**src/inc/bmw_pkg.sv**
```systemverilog
// ============================================================
// shared constants and carriers for the memory window decode
package bmw_pkg;

    // ============================================================
    // configuration dword offsets (byte addresses)
    localparam logic [7:0] BMW_OFF_NP_DWORD = 8'h20;
    localparam logic [7:0] BMW_OFF_NP_TOP = 8'h22;
    localparam logic [7:0] BMW_OFF_PF_DWORD = 8'h24;
    localparam logic [7:0] BMW_OFF_PF_TOP = 8'h26;

    // ============================================================
    // field layout
    localparam int BMW_FIELD_LSB = 4;
    localparam int BMW_FIELD_W = 12;
    localparam int BMW_WIN_SHIFT = 20;
    localparam int BMW_HALF_W = 16;
    localparam int BMW_UPPER_W = 32;
    localparam int BMW_ADDR_W = 64;
    localparam int BMW_TOP_LANE = 2;

    // ============================================================
    // reset values and read-only nibbles
    localparam logic [3:0] BMW_NP_RSVD = 4'h0;
    localparam logic [3:0] BMW_PF_WIDE_FLAG = 4'h1;
    localparam logic [11:0] BMW_FIELD_RST = 12'h000;
    localparam logic [19:0] BMW_LOW_FILL = 20'h00000;
    localparam logic [19:0] BMW_HIGH_FILL = 20'hfffff;
    localparam logic [31:0] BMW_ZERO_UPPER = 32'h00000000;
    localparam logic [31:0] BMW_UNMAPPED_DATA = 32'h00000000;

    // ============================================================
    // carriers
    typedef struct packed {
        logic valid;
        logic [63:0] addr;
    } bmw_txn_t;

    typedef struct packed {
        logic valid;
        logic np_hit;
        logic pf_hit;
        logic fwd_down;
    } bmw_result_t;

endpackage : bmw_pkg

```
**src/verilog/bmw_window_decode.sv**
```systemverilog
`timescale 1ns/1ps
`default_nettype none
module bmw_window_decode
    import bmw_pkg::*;
#(
    parameter logic [11:0] PF_LOW_RST = 12'h000
) (
    // clock and reset
    input wire logic i_ref_clk,
    input wire logic i_rst_n,
    // configuration access
    input wire logic i_cfg_sel,
    input wire logic i_cfg_we,
    input wire logic [7:0] i_cfg_addr,
    input wire logic [3:0] i_cfg_be,
    input wire logic [31:0] i_cfg_wdata,
    output logic o_cfg_ack,
    output logic [31:0] o_cfg_rdata,
    // prefetchable upper halves from their own registers
    input wire logic [31:0] i_pf_low_upper,
    input wire logic [31:0] i_pf_high_upper,
    // transaction to decode
    input wire bmw_txn_t i_txn,
    output bmw_result_t o_result,
    // live window view
    output logic [11:0] o_np_window_low_field,
    output logic [11:0] o_np_window_high_field,
    output logic [11:0] o_pf_window_low_field,
    output logic [11:0] o_pf_window_high_field
);

    // ============================================================
    // helpers
    // merge one 16-bit register half, keeping only the 12-bit field
    function automatic logic [11:0] merge_field(
        input logic [11:0] old_field,
        input logic [15:0] wdata,
        input logic [1:0] be
    );
        logic [15:0] cur;
        cur = {old_field, 4'h0};
        if (be[0]) begin
            cur[7:0] = wdata[7:0];
        end
        if (be[1]) begin
            cur[15:8] = wdata[15:8];
        end
        return cur[BMW_FIELD_LSB +: BMW_FIELD_W];
    endfunction : merge_field

    // widen a 12-bit field and upper half into a full window bound
    function automatic logic [63:0] make_bound(
        input logic [31:0] upper,
        input logic [11:0] field,
        input logic [19:0] fill
    );
        return {upper, field, fill};
    endfunction : make_bound

    // ============================================================
    // storage
    logic [11:0] np_low_q;
    logic [11:0] np_high_q;
    logic [11:0] pf_low_q;
    logic [11:0] pf_high_q;
    logic wr_np;
    logic wr_pf;
    logic [15:0] wlo;
    logic [15:0] whi;
    logic [1:0] be_lo;
    logic [1:0] be_hi;

    assign wr_np = i_cfg_sel && i_cfg_we && (i_cfg_addr == BMW_OFF_NP_DWORD);
    assign wr_pf = i_cfg_sel && i_cfg_we && (i_cfg_addr == BMW_OFF_PF_DWORD);
    assign wlo = i_cfg_wdata[BMW_HALF_W-1:0];
    assign whi = i_cfg_wdata[2*BMW_HALF_W-1:BMW_HALF_W];
    assign be_lo = i_cfg_be[1:0];
    assign be_hi = i_cfg_be[3:BMW_TOP_LANE];

    always_ff @(posedge i_ref_clk or negedge i_rst_n) begin
        if (!i_rst_n) begin
            np_low_q <= BMW_FIELD_RST;
        end else if (wr_np) begin
            np_low_q <= merge_field(np_low_q, wlo, be_lo);
        end
    end

    always_ff @(posedge i_ref_clk or negedge i_rst_n) begin
        if (!i_rst_n) begin
            np_high_q <= BMW_FIELD_RST;
        end else if (wr_np) begin
            np_high_q <= merge_field(np_high_q, whi, be_hi);
        end
    end

    always_ff @(posedge i_ref_clk or negedge i_rst_n) begin
        if (!i_rst_n) begin
            pf_low_q <= PF_LOW_RST;
        end else if (wr_pf) begin
            pf_low_q <= merge_field(pf_low_q, wlo, be_lo);
        end
    end

    always_ff @(posedge i_ref_clk or negedge i_rst_n) begin
        if (!i_rst_n) begin
            pf_high_q <= BMW_FIELD_RST;
        end else if (wr_pf) begin
            pf_high_q <= merge_field(pf_high_q, whi, be_hi);
        end
    end

    assign o_np_window_low_field = np_low_q;
    assign o_np_window_high_field = np_high_q;
    assign o_pf_window_low_field = pf_low_q;
    assign o_pf_window_high_field = pf_high_q;

    // ============================================================
    // read path
    logic [31:0] rdata_d;

    always_comb begin
        rdata_d = BMW_UNMAPPED_DATA;
        case (i_cfg_addr)
            BMW_OFF_NP_DWORD: begin
                rdata_d = {np_high_q, BMW_NP_RSVD, np_low_q, BMW_NP_RSVD};
            end
            BMW_OFF_PF_DWORD: begin
                rdata_d = {pf_high_q, BMW_PF_WIDE_FLAG, pf_low_q, BMW_PF_WIDE_FLAG};
            end
            default: begin
                rdata_d = BMW_UNMAPPED_DATA;
            end
        endcase
    end

    // reads return the value before a same-cycle write lands
    always_ff @(posedge i_ref_clk or negedge i_rst_n) begin
        if (!i_rst_n) begin
            o_cfg_rdata <= BMW_UNMAPPED_DATA;
        end else if (i_cfg_sel && !i_cfg_we) begin
            o_cfg_rdata <= rdata_d;
        end
    end

    always_ff @(posedge i_ref_clk or negedge i_rst_n) begin
        if (!i_rst_n) begin
            o_cfg_ack <= 1'b0;
        end else begin
            o_cfg_ack <= i_cfg_sel;
        end
    end

    // ============================================================
    // window compare
    logic [63:0] np_low_b;
    logic [63:0] np_high_b;
    logic [63:0] pf_low_b;
    logic [63:0] pf_high_b;
    logic np_hit;
    logic pf_hit;

    assign np_low_b = make_bound(BMW_ZERO_UPPER, np_low_q, BMW_LOW_FILL);
    assign np_high_b = make_bound(BMW_ZERO_UPPER, np_high_q, BMW_HIGH_FILL);
    assign pf_low_b = make_bound(i_pf_low_upper, pf_low_q, BMW_LOW_FILL);
    assign pf_high_b = make_bound(i_pf_high_upper, pf_high_q, BMW_HIGH_FILL);

    bmw_range_cmp #(
        .AW(BMW_ADDR_W)
    ) u_np_cmp (
        .i_addr(i_txn.addr),
        .i_low(np_low_b),
        .i_high(np_high_b),
        .o_hit(np_hit)
    );

    bmw_range_cmp #(
        .AW(BMW_ADDR_W)
    ) u_pf_cmp (
        .i_addr(i_txn.addr),
        .i_low(pf_low_b),
        .i_high(pf_high_b),
        .o_hit(pf_hit)
    );

    // one cycle of latency keeps the 64-bit compares off the output path
    always_ff @(posedge i_ref_clk or negedge i_rst_n) begin
        if (!i_rst_n) begin
            o_result <= '0;
        end else begin
            o_result.valid <= i_txn.valid;
            o_result.np_hit <= i_txn.valid && np_hit;
            o_result.pf_hit <= i_txn.valid && pf_hit;
            o_result.fwd_down <= i_txn.valid && (np_hit || pf_hit);
        end
    end

    // ============================================================
    // checks
    logic [31:20] a_win;
    logic a_up_zero;
    logic a_pf_in;
    assign a_win = i_txn.addr[31:20];
    assign a_up_zero = (i_txn.addr[63:32] == BMW_ZERO_UPPER);
    // pf window rebuilt from raw fields, not from the compare operands
    assign a_pf_in = (i_txn.addr >= {i_pf_low_upper, pf_low_q, BMW_LOW_FILL})
        && (i_txn.addr <= {i_pf_high_upper, pf_high_q, BMW_HIGH_FILL});

    chk_np_nibble_zero: assert property (
        @(posedge i_ref_clk) disable iff (!i_rst_n)
        (i_cfg_sel && !i_cfg_we && i_cfg_addr == BMW_OFF_NP_DWORD)
        |=> (o_cfg_ack && o_cfg_rdata[3:0] == 4'h0 && o_cfg_rdata[19:16] == 4'h0))
        else $error("np reserved nibble not zero");

    chk_pf_wide_flag: assert property (
        @(posedge i_ref_clk) disable iff (!i_rst_n)
        (i_cfg_sel && !i_cfg_we && i_cfg_addr == BMW_OFF_PF_DWORD)
        |=> (o_cfg_rdata[3:0] == 4'h1 && o_cfg_rdata[19:16] == 4'h1))
        else $error("pf wide flag wrong");

    chk_np_low_write: assert property (
        @(posedge i_ref_clk) disable iff (!i_rst_n)
        (wr_np && i_cfg_be == 4'hf) |=> (np_low_q == $past(i_cfg_wdata[15:4])))
        else $error("np lower field not written");

    chk_np_high_write: assert property (
        @(posedge i_ref_clk) disable iff (!i_rst_n)
        (wr_np && i_cfg_be == 4'hf) |=> (np_high_q == $past(i_cfg_wdata[31:20])))
        else $error("np upper field not written");

    chk_pf_bounds_write: assert property (
        @(posedge i_ref_clk) disable iff (!i_rst_n)
        (wr_pf && i_cfg_be == 4'h3) |=> (pf_low_q == $past(i_cfg_wdata[15:4]))
        && $stable(pf_high_q))
        else $error("pf lower field write wrong");

    chk_pf_high_write: assert property (
        @(posedge i_ref_clk) disable iff (!i_rst_n)
        (wr_pf && i_cfg_be == 4'hc) |=> (pf_high_q == $past(i_cfg_wdata[31:20]))
        && $stable(pf_low_q))
        else $error("pf upper field write wrong");

    chk_np_below_low: assert property (
        @(posedge i_ref_clk) disable iff (!i_rst_n)
        (i_txn.valid && a_win < np_low_q) |=> !o_result.np_hit)
        else $error("np hit below lower bound");

    chk_np_above_high: assert property (
        @(posedge i_ref_clk) disable iff (!i_rst_n)
        (i_txn.valid && (a_win > np_high_q || !a_up_zero)) |=> !o_result.np_hit)
        else $error("np hit above upper bound");

    chk_np_inside_hit: assert property (
        @(posedge i_ref_clk) disable iff (!i_rst_n)
        (i_txn.valid && a_up_zero && a_win >= np_low_q && a_win <= np_high_q)
        |=> (o_result.np_hit && o_result.fwd_down))
        else $error("np inside address not forwarded");

    chk_pf_window_hit: assert property (
        @(posedge i_ref_clk) disable iff (!i_rst_n)
        i_txn.valid |=> (o_result.pf_hit == $past(a_pf_in)))
        else $error("pf hit disagrees with window");

    chk_empty_window: assert property (
        @(posedge i_ref_clk) disable iff (!i_rst_n)
        (np_low_q > np_high_q) |=> !o_result.np_hit)
        else $error("inverted np window matched");

    chk_idle_quiet: assert property (
        @(posedge i_ref_clk) disable iff (!i_rst_n)
        !i_txn.valid |=> (!o_result.valid && !o_result.fwd_down))
        else $error("result without transaction");

    chk_pf_empty_window: assert property (
        @(posedge i_ref_clk) disable iff (!i_rst_n)
        (i_txn.valid && {i_pf_low_upper, pf_low_q} > {i_pf_high_upper, pf_high_q})
        |=> !o_result.pf_hit)
        else $error("inverted pf window matched");

    chk_cfg_ack_pulse: assert property (
        @(posedge i_ref_clk) disable iff (!i_rst_n)
        1'b1 |=> (o_cfg_ack == $past(i_cfg_sel)))
        else $error("config ack not one cycle after request");

    chk_fwd_is_union: assert property (
        @(posedge i_ref_clk) disable iff (!i_rst_n)
        i_txn.valid |=> (o_result.fwd_down == (o_result.np_hit || o_result.pf_hit)))
        else $error("forward flag disagrees with window hits");

endmodule : bmw_window_decode
`default_nettype wire

```
**src/verilog/bmw_range_cmp.sv**
```systemverilog
`timescale 1ns/1ps
`default_nettype none
// ============================================================
// inclusive range compare; an inverted range never matches
module bmw_range_cmp #(
    parameter int AW = 64
) (
    // operands
    input wire logic [AW-1:0] i_addr,
    input wire logic [AW-1:0] i_low,
    input wire logic [AW-1:0] i_high,
    // result
    output logic o_hit
);
    assign o_hit = (i_low <= i_high) && (i_addr >= i_low) && (i_addr <= i_high);
endmodule : bmw_range_cmp
`default_nettype wire

```
**config.mk**
```make
export PLATFORM = sky130hd
export DESIGN_NAME = bmw_window_decode
export DESIGN_NICKNAME = d
export VERILOG_FILES = /design/src/inc/bmw_pkg.sv /design/src/verilog/bmw_window_decode.sv /design/src/verilog/bmw_range_cmp.sv
export SDC_FILE = /design/constraint.sdc
export NUM_CORES = 1
export LEC_CHECK = 0
export ABC_AREA = 1
export BUFFER_PORTS_ARGS = -buffer_cell sky130_fd_sc_hd__buf_2
export CORE_ASPECT_RATIO = 0.5
export CORE_MARGIN = 4
export CORE_UTILIZATION = 55
export CTS_BUF_LIST = sky130_fd_sc_hd__clkbuf_8
export CTS_CLUSTER_SIZE = 20
export DETAILED_ROUTE_END_ITERATION = 10
export PLACE_DENSITY = 0.86
export SYNTH_ARGS = -nofsm -noshare
export SYNTH_HDL_FRONTEND = slang
export SYNTH_SLANG_ARGS = --single-unit
```
**constraint.sdc**
```tcl
create_clock -name i_ref_clk -period 2.8 [get_ports i_ref_clk]
set_clock_uncertainty 0.15 [all_clocks]
set_input_delay 0.56 -clock i_ref_clk [delete_from_list [all_inputs] [get_ports i_ref_clk]]
set_output_delay 0.56 -clock i_ref_clk [all_outputs]
set_load 0.01 [all_outputs]
```
==> metrics, run 1 <==
status=finished, final reports clean; post-CTS setup buffer count=0; cts repair resizes=0; crit-path most repeated cell=nand2_1; GP Congestion=between 0.9 and 1; Worst EP required=slightly below 3 ns; Setup CP Type=input pin to register; delay of the slowest critical-path stage=0.33 ns; vias in the first global route=7901; first-pass GRT wire length=36300 µm; RSZ-0062 raised after global routing=false; WP data arrival=approximately 2.3 ns; # hold bufs at CTS=1; Worst setup SP type=input pin; Sequential Area=1950 µm²; Final Cycle Share=0.775; final setup fails=0; hold path depth=1; Hold Path Sink=o_result[3]; synth top area cells=ha_1 27%, dfrtp_1 25%, nand2_1 12%; multi-input logic area=4930 µm²; Post-DRT Antenna Nets=0; P&R area growth vs syn=21.2%; crit-path cells=buf_2 > inv_1 > ha_1 > nand2_1 > nor2_1 > nand2_1 > nor3b_1 > nand2_1 > a21oi_1 > nor2_1 > nand3_1 > nand2_1; Post-Syn Area=7690 µm²; number of synthesized flops with an enable pin=0; final WL=22300 µm; crit path time final=2.17 ns; antenna violations before repair=0; Die H=91.6 µm; WHS=0.181 ns; Final WS setup=0.629 ns; Fmax achieved=0.461 GHz; DR DRC count=0; overall die width=175 µm; area leader, netlist=ha_1; hold_sp=i_txn[64]; Yosys warnings=0; DR vias/cell=5.31; Max rail drop VDD=about 0.22 mV; worst r2r src=o_pf_window_high_field[11]; buffers plus inverters on the worst setup path=2; Slowest cell on crit path=nor3b_1; Fillers=around 1100; clock buffer count from CTS=9; share of post-route cells with drive strength above 1=0.236; htree depth=3; die area=approximately 16000 µm²; Initial Util=0.565; DPL Wire Length=18600 µm; Final Non-Filler Cells=~1500; CP max FO=2; Max transition margin=0.617; Slew @ Worst Pin=0.571 ns; Max-Cap Viols=0; vias=7887; beginning of the critical path=i_pf_high_upper[31]; power per cell area=303 nW/µm²; sequential fraction of the synthesis area=0.254; kind of cell adding the most delay to the critical path=simple AND/OR/NAND/NOR gates; Port Buffers=between 200 and 250; clock-pin slew on the worst setup and hold paths=0.07 ns; Reg-to-Reg End=o_result[0]; worst reg-to-reg path cell count=9; Leak Pwr=5.38 nW; Total GRT Usage=0.272; gr ovfl total=0; Clock Path Buffers=2; Netlist cell types=32; num ports=between 200 and 300; Primary FF master, synth=dfrtp_1; number of synthesized register bits=78; Critical Path Sink Type=register; Hold Vio Cnt, Final=0; cell count after placement=between 1000 and 1500; largest net degree at the start of global routing=47; CTS root buffer=clkbuf_8; post-synthesis average cell area=between 7 and 8 µm²; Num Clock Sinks=78; row count=30; Slew Viols, Final=0; Synth top area share=0.270; R2R Setup Slk=about 0.64 ns; dpl ws=~0.30 ns; Clock Latency Late Sink=0.35 ns; total negative slack=0 ns; WL/cell=15.0 µm; iteration-0 DRC count of the detailed router=420; Hold WC Path Type=input pin to register; top-count cell post-synth=nand2_1; CTS tree=built; antenna cell count=0; Nets=approximately 1600; drt pass-1 iters=7; Syn Inst Count=1039; core box area=13600 µm²; Async SR Flop Fraction=1.00; commonest cells in the netlist=241 x nand2_1, 186 x inv_1, 166 x ha_1
[cell usage in the layout, fill, tap and decap left out, types with 3 or more instances in the layout]
master	Yosys	routed
o21ai_2	32	32
a22oi_1	16	16
conb_1	1	6
a21o_1	6	6
nand3_1	19	19
nand2_2	4	4
clkbuf_8	0	10
nand4_1	23	23
a21oi_1	62	62
o221ai_1	8	8
o21ai_0	50	50
nor2_1	101	101
o21a_1	5	5
inv_1	186	188
buf_4	7	3
dfrtp_1	78	78
buf_2	0	246
nand2_1	241	241
ha_1	166	166
nor3_1	8	8
[cell type report]
class,instances,share of cell area
tap,192,0.0258
timing repair buffer,251,0.138
clock buffer,10,0.0148
sequential,78,0.209
inverter,188,0.0758
clock inverter,5,0.00818
multi-input combinational,762,0.529
[flip-flops by register name, summed over array words and instances, names as in the netlist]
name                    cells
o_cfg_rdata                25
o_np_window_high_field     12
o_np_window_low_field      12
o_pf_window_high_field     12
o_pf_window_low_field      12
o_result                    4
o_cfg_ack                   1
[routing by layer]
layer | part of all wire | vias up | GRT usage | routed length (µm)
met5 | 0 | - | 0 | 0
met4 | 0.017 | 0 | 0.0732 | 384
met3 | 0.070 | 36 | 0.0400 | 1560
met2 | 0.49 | 307 | 0.490 | 10900
met1 | 0.42 | 3633 | 0.344 | 9440
li1 | - | 3911 | - | -
[power breakdown]
part | internal (W) | switching, W
Sequential | 0.00114 | 0.0000140
Combinational | 0.000313 | 0.000434
Clock | 0.000517 | 0.000407
[per-stage QoR]
| step | cell area (µm²) | power [W] | util |
|---|---|---|---|
| after floorplan | 7710 | 0.00160 | - |
| after global placement | 9100 | 0.00187 | 0.668 |
| after detailed placement | 9100 | 0.00191 | 0.668 |
| after CTS | 9330 | 0.00283 | 0.684 |
| after global routing | 9330 | 0.00300 | 0.684 |
| final | 9330 | 0.00282 | 0.684 |
[logic make-up after synthesis]
kind of cell / after synthesis / synth area share
AND/OR/NAND/NOR: 405 / 0.217
other: 1 / 0.000487
AO/OA/AOI/OAI: 185 / 0.151
buffers and inverters: 204 / 0.108
flip-flops: 78 / 0.254
adder cells (fa/ha/maj): 166 / 0.270
[worst register-to-register path: stages (launching register included)]
cell	delay [ns]
dfrtp_1	0.45
inv_1	0.11
ha_1	0.32
nand2_1	0.09
nor3_1	0.30
nand2_1	0.16
a21oi_1	0.18
nor2_1	0.06
nand3_1	0.16
nand2_1	0.07
[worst max-delay path by stage]
stage / end / cells after the start
floorplan: o_result[0] / 11
global placement: o_result[0] / 12
detailed placement: o_result[0] / 12
CTS: o_result[0] / 12
global route: o_result[0] / 10
finish: o_result[0] / 12
Power figures use the tool's default switching activity.
==> inputs of run 2 (changes only) <==
ABC_AREA = 0   (was 1)
CORE_UTILIZATION = 47   (was 55)
PLACE_DENSITY = 0.79   (was 0.86)
clock period = 1.9 ns   (was 2.8 ns; I/O delays follow)
==> run 2 against run 1 <==
  * The run now ends with negative setup slack left
  * Core utilization up 1.7 points
  * Via count decreased by 4.1%
  * Largest power group unchanged
  * Setup slack got worse by 1.2 ns
  * Cell area up 12%
  * Register-to-register slack got worse by 1.2 ns
  * Sequential power rose by 47%
  * Wire length up 10%
==> metrics, run 2 <==
crit path time final=2.45 ns; Pwr Total=0.00413 W; Nets=between 1500 and 2000; final WL=24600 µm; Port Buffers=247; clock-pin slew on the worst setup and hold paths=0.09 ns; Die H=approximately 96 µm; number of flip-flops in the largest register=25; Final Cycle Share=1.29; Simple-Gate Fraction of Synth Area=0.122; Clock Latency Late Sink=0.36 ns; vias in the first global route=7567; most common cell after layout, fill and taps aside=buf_2; crit-path cells=ha_1 > a211o_1 > a41oi_2 > o41ai_2 > a221oi_2 > o211ai_1 > a221o_1 > o21bai_1; commonest non-fill, non-tap cells in the layout=246 x buf_2, 163 x buf_4, 157 x ha_1; final setup fails=3; proportion of synthesized area in mux cells=0.107; gr ovfl total=0; failing checks=negative setup slack; DR vias/cell=between 5 and 6; die area=17800 µm²; XOR/XNOR Fraction of Synth Area=0; Hold Vio Cnt, Final=0; iteration-0 DRC count of the detailed router=397; WHS=about 0.016 ns; clock buffer count from CTS=9; Placed Area=9960 µm²; synth top area cells=ha_1 28%, dfrtp_1 27%, mux2_2 6.9%; met2 Track Usage GR=0.475; Slowest cell on crit path=dfrtp_1; Netlist cell types=51; Num Clock Sinks=78; CP max FO=2; Top reg by flops=o_cfg_rdata; overall die width=185 µm; core box area=roughly 15000 µm²; design area=10400 µm²; Fmax achieved=0.409 GHz; largest net degree at the start of global routing=51; P&R area growth vs syn=42.3%; Hold WC Path Type=input pin to register; Final Non-Filler Cells=roughly 1400; vias=7566; Setup CP Type=register to register; GP Congestion=0.944; Post-Syn Area=~7300 µm²; Slew Viols, Final=0; met3 usage in global routing=0.0328; Yosys warnings=0; DPL Wire Length=20200 µm; main combinational cell family by area after synthesis=adder cells; cell count after placement=1362; delay of the slowest critical-path stage=0.44 ns; WP data arrival=about 2.6 ns; Initial Util=0.493; Total GRT Usage=0.264; status=finished, violations left; sequential fraction of the synthesis area=0.267; first-pass GRT wire length=37900 µm; top-count cell post-synth=ha_1; Clock Path Buffers=2; Leak Pwr=about 5.8 nW; gr busiest metal=met2; WL/cell=17.7 µm; RSZ-0062 raised after global routing=true; number of synthesized flops with an enable pin=0; CTS tree=built; Syn Inst Count=between 700 and 800; Async SR Flop Fraction=1.00; number of synthesized register bits=78; met1 usage=0.348; htree depth=3; Primary FF master, synth=dfrtp_1; kind of cell adding the most delay to the critical path=compound AO/OA/AOI/OAI gates; CTS root buffer=clkbuf_8; commonest cells in the netlist=166 x ha_1, 114 x inv_1, 78 x dfrtp_1; Max transition margin=0.625; Synth top area share=0.284; Max rail drop VDD=about 0.35 mV; Post-Synth Adder-Cell Area=0.284; Slew @ Worst Pin=0.548 ns; Final WS setup=-0.545 ns; Worst EP required=~2.0 ns; DR DRC count=0; drt pass-1 iters=4; row count=31; num ports=262; Critical Path Sink Type=register; power per cell area=396 nW/µm²; area leader, netlist=ha_1; antenna violations before repair=1; Compound-Gate Fraction of Synth Area=0.149; buffers plus inverters on the worst setup path=0; share of post-route cells with drive strength above 1=0.430; Max-Cap Viols=0; Post-DRT Antenna Nets=0; post-synthesis average cell area=9.42 µm²; Worst setup SP type=register
==> run 2: cell count changes in the layout (fill, tap and decap cells not counted), sizes merged, moves of 48 or more <==
cell,delta
buf,+164
mux2,+48
inv,-73
nor2,-91
o21ai,-70
nand2,-191
==> run 2: cell type report <==
cell class,instances,area [µm²]
multi-input combinational,572,5060
fill,1108,4440
timing repair buffer,415,2560
sequential,78,1950
inverter,114,428
tap,198,248
clock buffer,9,124
clock inverter,6,47.5
antenna,1,2.50
==> run 2: cells by family after synthesis <==
| family | after synthesis |
|---|---|
| adders and majority gates | 166 |
| and+or+nand+nor | 167 |
| muxes | 72 |
| AOI/OAI and AO/OA | 161 |
| DFF | 78 |
| other | 1 |
| buffers and inverters | 132 |
==> run 2: final timing paths <==
path	start	endpoint	slack [ns]	cells past startpoint
hold / removal	i_cfg_sel	o_cfg_ack	0.02	1
setup / recovery	o_pf_window_low_field[1]	o_result[0]	-0.55	8
min in group asynchronous	i_rst_n	o_pf_window_high_field[8]	0.33	2
setup reg to reg	o_pf_window_low_field[1]	o_result[0]	-0.55	8
hold reg to reg	o_cfg_rdata[4]	o_cfg_rdata[4]	0.33	2
max in group asynchronous	i_rst_n	o_pf_window_low_field[2]	0.79	3
==> run 2: layer usage <==
layer | part of all wire | vias up
met4 | 0.014 | 0
met3 | 0.066 | 39
met5 | 0 | -
met2 | 0.48 | 238
met1 | 0.43 | 3610
li1 | - | 3679
==> run 2: worst register-to-register path: stages, from the launching register on <==
cell,delay [ns]
dfrtp_1,0.44
ha_1,0.22
a211o_1,0.31
a41oi_2,0.17
o41ai_2,0.14
a221oi_2,0.31
o211ai_1,0.15
a221o_1,0.36
o21bai_1,0.13
==> run 2: where the power goes <==
part | leakage, nW | switching, W | internal, W
sequential | 1.08 | 0.0000134 | 0.00168
clock | 0.0740 | 0.000659 | 0.000473
combinational | 4.69 | 0.000668 | 0.000636
==> run 2: metrics by stage <==
| stage | TNS (ns) | worst slack [ns] | utilization |
|---|---|---|---|
| final | -1.23 | -0.545 | 0.701 |
| after global routing | -1.55 | -0.670 | 0.701 |
| after CTS | -1.25 | -0.575 | 0.694 |
| after detailed placement | -7.16 | -0.757 | 0.671 |
| after global placement | -5.57 | -0.781 | 0.671 |
| after floorplan | -0.682 | -0.308 | - |
==> run 2: repair_timing <==
item / in CTS / in global routing
gates resized for setup: 16 / 11
endpoints found under the setup margin: 3 / 3
hold buffers: 1 / 0
endpoints found under the hold margin: 23 / 0
setup buffers: 8 / 6
pin swaps: 13 / 6
